<file path="config.mk">
export PLATFORM = sky130hd
export DESIGN_NAME = ebt_timer
export DESIGN_NICKNAME = d
export VERILOG_FILES = /design/src/rtl/ebt_timer.v
export VERILOG_INCLUDE_DIRS = /design/src /design/src/rtl
export SDC_FILE = /design/constraint.sdc
export NUM_CORES = 1
export LEC_CHECK = 0
export BUFFER_PORTS_ARGS = -buffer_cell sky130_fd_sc_hd__clkbuf_2
export CAP_MARGIN = 20
export CORE_MARGIN = 2
export CORE_UTILIZATION = 57
export CTS_CLUSTER_DIAMETER = 30
export DETAILED_ROUTE_END_ITERATION = 10
export PLACE_DENSITY = 0.76
export SYNTH_ARGS = -nofsm -noshare
export SYNTH_HDL_FRONTEND = slang
export SYNTH_SLANG_ARGS = --single-unit
</file>
<file path="constraint.sdc">
create_clock -name clock -period 3.59 [get_ports clock]
set_input_delay 0.1795 -clock clock [delete_from_list [all_inputs] [get_ports clock]]
set_output_delay 0.1795 -clock clock [all_outputs]
set_load 0.03 [all_outputs]
</file>
<file path="src/rtl/ebt_timer_regs.vh">
`ifndef EBT_TIMER_REGS_VH
`define EBT_TIMER_REGS_VH
`define EBT_ADDR_CONTROL_A 3'h0
`define EBT_ADDR_CONTROL_B 3'h1
`define EBT_ADDR_COUNTER 3'h2
`define EBT_ADDR_COMPARE_A 3'h3
`define EBT_ADDR_COMPARE_B 3'h4
`define EBT_ADDR_IRQ_MASK 3'h5
`define EBT_ADDR_IRQ_FLAGS 3'h6
`define EBT_BIT_FORCE_A 7
`define EBT_BIT_FORCE_B 6
`define EBT_BIT_WGM_HIGH 3
`define EBT_BIT_CMP_B 2
`define EBT_BIT_CMP_A 1
`define EBT_BIT_OVF 0
`define EBT_RESET_VALUE 8'h00
`define EBT_MAX_VALUE 8'hFF
`define EBT_BOTTOM_VALUE 8'h00
`define EBT_CS_STOP 3'h0
`define EBT_CS_DIV1 3'h1
`define EBT_CS_DIV8 3'h2
`define EBT_CS_DIV64 3'h3
`define EBT_CS_DIV256 3'h4
`define EBT_CS_DIV1024 3'h5
`define EBT_CS_EXT_FALL 3'h6
`define EBT_CS_EXT_RISE 3'h7
`define EBT_PRESCALE_WIDTH 10
`endif

</file>
<file path="src/rtl/ebt_timer.v">
`timescale 1ns/1ps
`default_nettype none
`include "ebt_timer_regs.vh"
module ebt_timer #(
  parameter PRESCALE_WIDTH = `EBT_PRESCALE_WIDTH
) (
  // Clock and reset.
  input wire clock,
  input wire rst,
  input wire clockEnable,
  // Register port.
  input wire [2:0] address,
  input wire [7:0] writeData,
  input wire writeStrobe,
  input wire readStrobe,
  output reg [7:0] readData,
  // Processor side.
  input wire globalIrqEnable,
  input wire ackCompareA,
  input wire ackCompareB,
  input wire ackOverflow,
  output wire irqCompareA,
  output wire irqCompareB,
  output wire irqOverflow,
  // Pins.
  input wire externalCountPin,
  output reg waveformOutA,
  output reg waveformOutB,
  output wire waveformEnableA,
  output wire waveformEnableB
);
  reg [7:0] controlA;
  reg [3:0] controlB;
  reg [7:0] counterValue;
  reg [7:0] compareAValue;
  reg [7:0] compareBValue;
  reg [2:0] interruptEnableMask;
  reg [2:0] interruptFlags;
  reg [PRESCALE_WIDTH-1:0] prescaler;
  reg [PRESCALE_WIDTH-1:0] prescalerLast;
  reg pinMeta;
  reg pinSync;
  reg pinLast;
  reg countingDown;
  reg matchBlocked;
  reg [7:0] next_counter;
  reg next_down;
  reg timerTick;
  wire [1:0] compareAOutputMode = controlA[7:6];
  wire [1:0] compareBOutputMode = controlA[5:4];
  wire [1:0] waveformModeLowBits = controlA[1:0];
  wire waveformModeHighBit = controlB[`EBT_BIT_WGM_HIGH];
  wire [2:0] clockSourceSelect = controlB[2:0];
  wire [2:0] waveMode = {waveformModeHighBit, waveformModeLowBits};
  wire pwmMode = waveformModeLowBits[0];
  wire fastPwm = (waveformModeLowBits == 2'h3);
  wire phaseCorrect = (waveformModeLowBits == 2'h1);
  wire topFromA = waveMode[2] | (waveMode == 3'h2);
  wire [7:0] topValue = topFromA ? compareAValue : `EBT_MAX_VALUE;
  wire writeCtlB = writeStrobe & (address == `EBT_ADDR_CONTROL_B);
  wire forceA = writeCtlB & writeData[`EBT_BIT_FORCE_A] & ~pwmMode;
  wire forceB = writeCtlB & writeData[`EBT_BIT_FORCE_B] & ~pwmMode;
  wire writeCounter = writeStrobe & (address == `EBT_ADDR_COUNTER);
  // Matches only count on a timer tick, so a stopped timer never raises repeated flags.
  wire matchA = timerTick & ~matchBlocked & (counterValue == compareAValue);
  wire matchB = timerTick & ~matchBlocked & (counterValue == compareBValue);
  reg overflowEvent;
  // A tap fires when its bit falls, giving a single-cycle enable every 2^(bitIndex+1) cycles.
  function tapFall;
    input [PRESCALE_WIDTH-1:0] now;
    input [PRESCALE_WIDTH-1:0] last;
    input integer bitIndex;
    begin
      tapFall = last[bitIndex] & ~now[bitIndex];
    end
  endfunction
  always @* begin
    case (clockSourceSelect)
      `EBT_CS_STOP: timerTick = 1'b0;
      `EBT_CS_DIV1: timerTick = 1'b1;
      `EBT_CS_DIV8: timerTick = tapFall(prescaler, prescalerLast, 2);
      `EBT_CS_DIV64: timerTick = tapFall(prescaler, prescalerLast, 5);
      `EBT_CS_DIV256: timerTick = tapFall(prescaler, prescalerLast, 7);
      `EBT_CS_DIV1024: timerTick = tapFall(prescaler, prescalerLast, 9);
      // The pin is read regardless of its direction, so software may drive counting.
      `EBT_CS_EXT_FALL: timerTick = pinLast & ~pinSync;
      `EBT_CS_EXT_RISE: timerTick = ~pinLast & pinSync;
      default: timerTick = 1'b0;
    endcase
  end
  always @* begin
    next_counter = counterValue + 8'h01;
    next_down = countingDown;
    overflowEvent = 1'b0;
    if (phaseCorrect) begin
      if (countingDown) begin
        next_counter = counterValue - 8'h01;
        if (counterValue == 8'h01) begin
          next_down = 1'b0;
          overflowEvent = 1'b1;
        end
        if (counterValue == `EBT_BOTTOM_VALUE) begin
          next_counter = 8'h01;
          next_down = 1'b0;
        end
      end else if (counterValue >= topValue) begin
        next_counter = counterValue - 8'h01;
        next_down = 1'b1;
      end
    end else if (counterValue == topValue && (topFromA || fastPwm)) begin
      next_counter = `EBT_BOTTOM_VALUE;
      overflowEvent = fastPwm & topFromA;
    end
    if (counterValue == `EBT_MAX_VALUE && !phaseCorrect && !(fastPwm && topFromA)) begin
      overflowEvent = 1'b1;
    end
    if (!timerTick) begin
      overflowEvent = 1'b0;
    end
  end
  always @(posedge clock or posedge rst) begin
    if (rst) begin
      prescaler <= {PRESCALE_WIDTH{1'b0}};
      prescalerLast <= {PRESCALE_WIDTH{1'b0}};
      pinMeta <= 1'b0;
      pinSync <= 1'b0;
      pinLast <= 1'b0;
    end else if (clockEnable) begin
      prescaler <= prescaler + {{(PRESCALE_WIDTH-1){1'b0}}, 1'b1};
      prescalerLast <= prescaler;
      pinMeta <= externalCountPin;
      pinSync <= pinMeta;
      pinLast <= pinSync;
    end
  end
  always @(posedge clock or posedge rst) begin
    if (rst) begin
      controlA <= `EBT_RESET_VALUE;
      controlB <= 4'h0;
      counterValue <= `EBT_RESET_VALUE;
      compareAValue <= `EBT_RESET_VALUE;
      compareBValue <= `EBT_RESET_VALUE;
      interruptEnableMask <= 3'h0;
      interruptFlags <= 3'h0;
      countingDown <= 1'b0;
      matchBlocked <= 1'b0;
      waveformOutA <= 1'b0;
      waveformOutB <= 1'b0;
      readData <= `EBT_RESET_VALUE;
    end else if (clockEnable) begin
      if (writeStrobe) begin
        case (address)
          `EBT_ADDR_CONTROL_A: controlA <= writeData & 8'hF3;
          `EBT_ADDR_CONTROL_B: controlB <= writeData[3:0];
          `EBT_ADDR_COMPARE_A: compareAValue <= writeData;
          `EBT_ADDR_COMPARE_B: compareBValue <= writeData;
          `EBT_ADDR_IRQ_MASK: interruptEnableMask <= writeData[2:0];
          default: ;
        endcase
      end
      if (writeCounter) begin
        counterValue <= writeData;
        matchBlocked <= 1'b1;
      end else if (timerTick) begin
        counterValue <= next_counter;
        countingDown <= next_down;
        matchBlocked <= 1'b0;
      end
      // Clears first, then sets, so an event in the clearing cycle survives.
      interruptFlags <= (interruptFlags
        & ~((writeStrobe && address == `EBT_ADDR_IRQ_FLAGS) ? writeData[2:0] : 3'h0)
        & ~{ackCompareB, ackCompareA, ackOverflow})
        | {matchB, matchA, overflowEvent};
      // Forced matches drive only the waveform, never flags or the counter.
      if ((matchA && !pwmMode) || forceA) begin
        case (compareAOutputMode)
          2'h1: waveformOutA <= ~waveformOutA;
          2'h2: waveformOutA <= 1'b0;
          2'h3: waveformOutA <= 1'b1;
          default: ;
        endcase
      end else if (pwmMode && timerTick && compareAOutputMode[1]) begin
        if (matchA) begin
          waveformOutA <= compareAOutputMode[0] ^ (phaseCorrect & countingDown);
        end else if (fastPwm && counterValue == topValue) begin
          waveformOutA <= ~compareAOutputMode[0];
        end
      end
      if ((matchB && !pwmMode) || forceB) begin
        case (compareBOutputMode)
          2'h1: waveformOutB <= ~waveformOutB;
          2'h2: waveformOutB <= 1'b0;
          2'h3: waveformOutB <= 1'b1;
          default: ;
        endcase
      end else if (pwmMode && timerTick && compareBOutputMode[1]) begin
        if (matchB) begin
          waveformOutB <= compareBOutputMode[0] ^ (phaseCorrect & countingDown);
        end else if (fastPwm && counterValue == topValue) begin
          waveformOutB <= ~compareBOutputMode[0];
        end
      end
      readData <= `EBT_RESET_VALUE;
      if (readStrobe) begin
        case (address)
          `EBT_ADDR_CONTROL_A: readData <= controlA;
          `EBT_ADDR_CONTROL_B: readData <= {4'h0, controlB};
          `EBT_ADDR_COUNTER: readData <= counterValue;
          `EBT_ADDR_COMPARE_A: readData <= compareAValue;
          `EBT_ADDR_COMPARE_B: readData <= compareBValue;
          `EBT_ADDR_IRQ_MASK: readData <= {5'h00, interruptEnableMask};
          `EBT_ADDR_IRQ_FLAGS: readData <= {5'h00, interruptFlags};
          default: readData <= `EBT_RESET_VALUE;
        endcase
      end
    end
  end
  assign irqCompareB = globalIrqEnable & interruptEnableMask[`EBT_BIT_CMP_B] & interruptFlags[`EBT_BIT_CMP_B];
  assign irqCompareA = globalIrqEnable & interruptEnableMask[`EBT_BIT_CMP_A] & interruptFlags[`EBT_BIT_CMP_A];
  assign irqOverflow = globalIrqEnable & interruptEnableMask[`EBT_BIT_OVF] & interruptFlags[`EBT_BIT_OVF];
  // The pin is connected whenever its output mode field is nonzero.
  assign waveformEnableA = (compareAOutputMode != 2'h0);
  assign waveformEnableB = (compareBOutputMode != 2'h0);
endmodule // ebt_timer
`default_nettype wire

</file>
==> summary.md <==
| Metric | Value |
|---|---|
| Layout area overhead | 8.808% |
| Register share of total power | approximately two fifths |
| CTS clk-pin slew, worst paths | approximately 90 ps |
| I/O pin total | 36 |
| Grt ovf | 0 |
| Vias | 3887 |
| Port bufs | 35 |
| Setup Skew | between 10 and 15 ps |
| Combinational power share | between 30% and 40% |
| Setup crit end kind | flip-flop |
| Num CTS Buffers | 9 |
| Non-filler cells, final | 599 |
| Clk sinks | 69 |
| Actual slew at the worst max-slew pin | 760.6 ps |
| #FFs+latches synth | between 60 and 70 |
| Total Routing Usage GR | roughly 29% |
| Most frequent cells in the layout | 69 x dfrtp_1, 39 x mux2_2, 39 x nor2_1 |
| Vias per cell | ~6.5 |
| Leakage | 2.195 nW |
| Internal | around 1.9 mW |
| Hold Vio Cnt, Final | 0 |
| Min Tclk post-route | between 3000 and 4000 ps |
| Reg area | 1727 um2 |
| Initial antenna violation count | 0 |
| Sw Ratio | between 40 and 50% |
| Max Clk Rate | 313.7 MHz |
| Pwr Density | about 650 nW/um2 |
| Clk pwr share | roughly 22% |
| DRT Pass-1 Iters | 5 |
| Post-synthesis area per instance | between 9 and 10 um2 |
| Final wirelength | 11990 um |
| Final period util | between 80% and 90% |
| Sequential share of the synthesized area | between 30% and 40% |
| PostCTS Resize Cnt | 0 |
| Core area | slightly below 8000 um2 |
| Number of max-cap violations | 0 |
| Filler cells | between 600 and 700 |
| Setup crit start kind | flip-flop |
| Routed length per placed instance | 20.02 um |
| Mapped cell area | around 4500 um2 |
| HPWL after DPL | 8503 um |
| Crit path kind | reg2reg |
| # setup viols final | 0 |
| Worst setup margin | 402.3 ps |
| Synth Net Count | just over 500 |
| Largest net degree at the start of global routing | 37 |
| Worst EP required | 3840 ps |
| Detail Route Antenna Nets | 0 |
| GP Congestion | ~0.94 |
| Pins over their slew limit | 0 |
| Die Ht | approximately 93 um |
| Pre-CTS WS | slightly below 500 ps |
| Footprint of the multi-input gates | approximately 2600 um2 |
| Hold WS | between 60 and 70 ps |
| CTS tree | done |
| Sum Neg Setup Slack | 0 ps |
| DRT iter0 DRCs | 361 |
| Peak VDD IR | approximately 0.00036 V |
| First-pass GRT wire length | ~20000 um |
| Result of the run | finished, final reports clean |
| Tightest Hold Check Type | in2reg |
| Clock buffer depth | 2 |
| Main flop type after synthesis | dfrtp_1 |
| Initial Util | about three fifths |
| Critical path fanouts, max | 13 |
| Relative slew slack | about half |
| CP arrival | around 3400 ps |
| YS warnings | 0 |
| CTS H-tree lvls | 3 |
| RSZ-0062 raised after global routing | no |
| Share of cells above drive strength 1 | 21.73% |
| Placed Instances | 582 |
| Ys async rst share | between 90% and 100% |
| # nets final | 530 |
| Net switching power | about 1.3 mW |
| Std-Cell Rows | 32 |
| Die ar. | about 8700 um2 |
| Die Wd | between 90 and 100 um |
| Post-Synthesis Cells | roughly 470 |
| Leading cell type in the layout, fill and taps excluded | dfrtp_1 |
| Post-synth cell types | 69 |
| Post-synth EDFFs | 0 |
| Worst-skew pair later-pin latency | 350 ps |
| Root Driver | clkbuf_8 |
| Ant diodes | 0 |
| Vias in the first global route | between 3000 and 4000 |
| DR DRC count | 0 |
==> critical path: stages, from the launching register on <==
cell	delay, ps
dfrtp_1	570
inv_1	110
a21oi_1	500
nor2_1	90
ha_1	320
and3_1	190
a221oi_1	370
o221ai_1	290
o21ai_4	280
mux2i_1	100
a221oi_1	240
==> cells by family (layout without fill, tap and decap cells) <==
| logic type | Yosys count | count (layout) | share of synthesized area [%] |
|---|---|---|---|
| AND/OR/NAND/NOR | 144 | 144 | 16.60 |
| AO/OA/AOI/OAI | 109 | 109 | 16.90 |
| flip-flops | 69 | 69 | 37.99 |
| multiplexers | 51 | 51 | 12.58 |
| buffers and inverters | 46 | 76 | 5.285 |
| XOR/XNOR | 31 | 31 | 5.973 |
| adder cells (fa/ha/maj) | 17 | 17 | 4.679 |
==> repair_timing <==
action | CTS | global route
setup endpoints to repair | 0 | 0
hold endpoints to repair | 33 | 0
setup buffers | 0 | 0
hold buffers | 1 | 0
==> synth_stat cells, drive strengths merged, types with 10 or more instances <==
library cell / count / share of area (%)
o2bb2ai: 10 / 1.9
ha: 17 / 4.7
a21oi: 18 / 2.0
xor2: 14 / 2.7
inv: 20 / 1.7
xnor2: 17 / 3.3
o21ai: 24 / 2.9
and3: 11 / 1.6
nor2: 39 / 3.2
mux2i: 11 / 2.4
mux2: 39 / 9.7
clkbuf: 17 / 1.9
nand2: 34 / 2.8
dfrtp: 69 / 38
==> power groups by stage <==
stage	clock (mW)	sequential (mW)	combinational (mW)
floorplan	0	1.14	1.09
global placement	0	1.30	1.13
detailed placement	0	1.32	1.17
CTS	0.724	1.30	1.19
global route	0.758	1.35	1.33
finish	0.719	1.32	1.20
==> through the flow <==
stage	total power, mW	instance area (um2)	util (%)
final	3.239	4946	64.01
after global routing	3.432	4946	64.01
after CTS	3.214	4946	64.01
after detailed placement	2.489	4713	60.99
after global placement	2.438	4713	60.99
after floorplan	2.229	4546	-
==> flip-flops by register name, summed over array words and instances (netlist names), 3 cells and up <==
signal / cells
prescaler: 10
compareAValue: 8
compareBValue: 8
counterValue: 8
readData: 8
controlA: 6
controlB: 4
prescalerLast: 4
interruptEnableMask: 3
interruptFlags: 3
==> path summary, 6_finish.rpt <==
| kind | from | to | slack [ps] | cells past startpoint |
|---|---|---|---|---|
| worst min-delay path | externalCountPin | pinMeta | 60 | 2 |
| worst max-delay path | controlA[0] | counterValue[1] | 400 | 10 |
| max in group asynchronous | rst | waveformOutB | 2160 | 4 |
| min in group asynchronous | rst | readData[7] | 490 | 3 |
| worst max register to register | controlA[0] | counterValue[1] | 400 | 10 |
| worst min register to register | prescaler[6] | prescaler[6] | 470 | 1 |
==> layer usage <==
metal,GRT usage [%],up-vias,share of wire (%)
met1,39.55,1884,42
met4,10.66,0,3.2
met5,0,-,0
met2,46.76,217,47
met3,4.029,36,8.4
li1,-,1750,-
==> layout make-up <==
cell class	instances	area share (%)
multi-input combinational	352	52.14
sequential	69	34.91
timing repair buffer	40	4.351
clock buffer	10	2.580
tap	102	2.580
clock inverter	6	1.923
inverter	20	1.518
(Power assumes the default switching activity.)
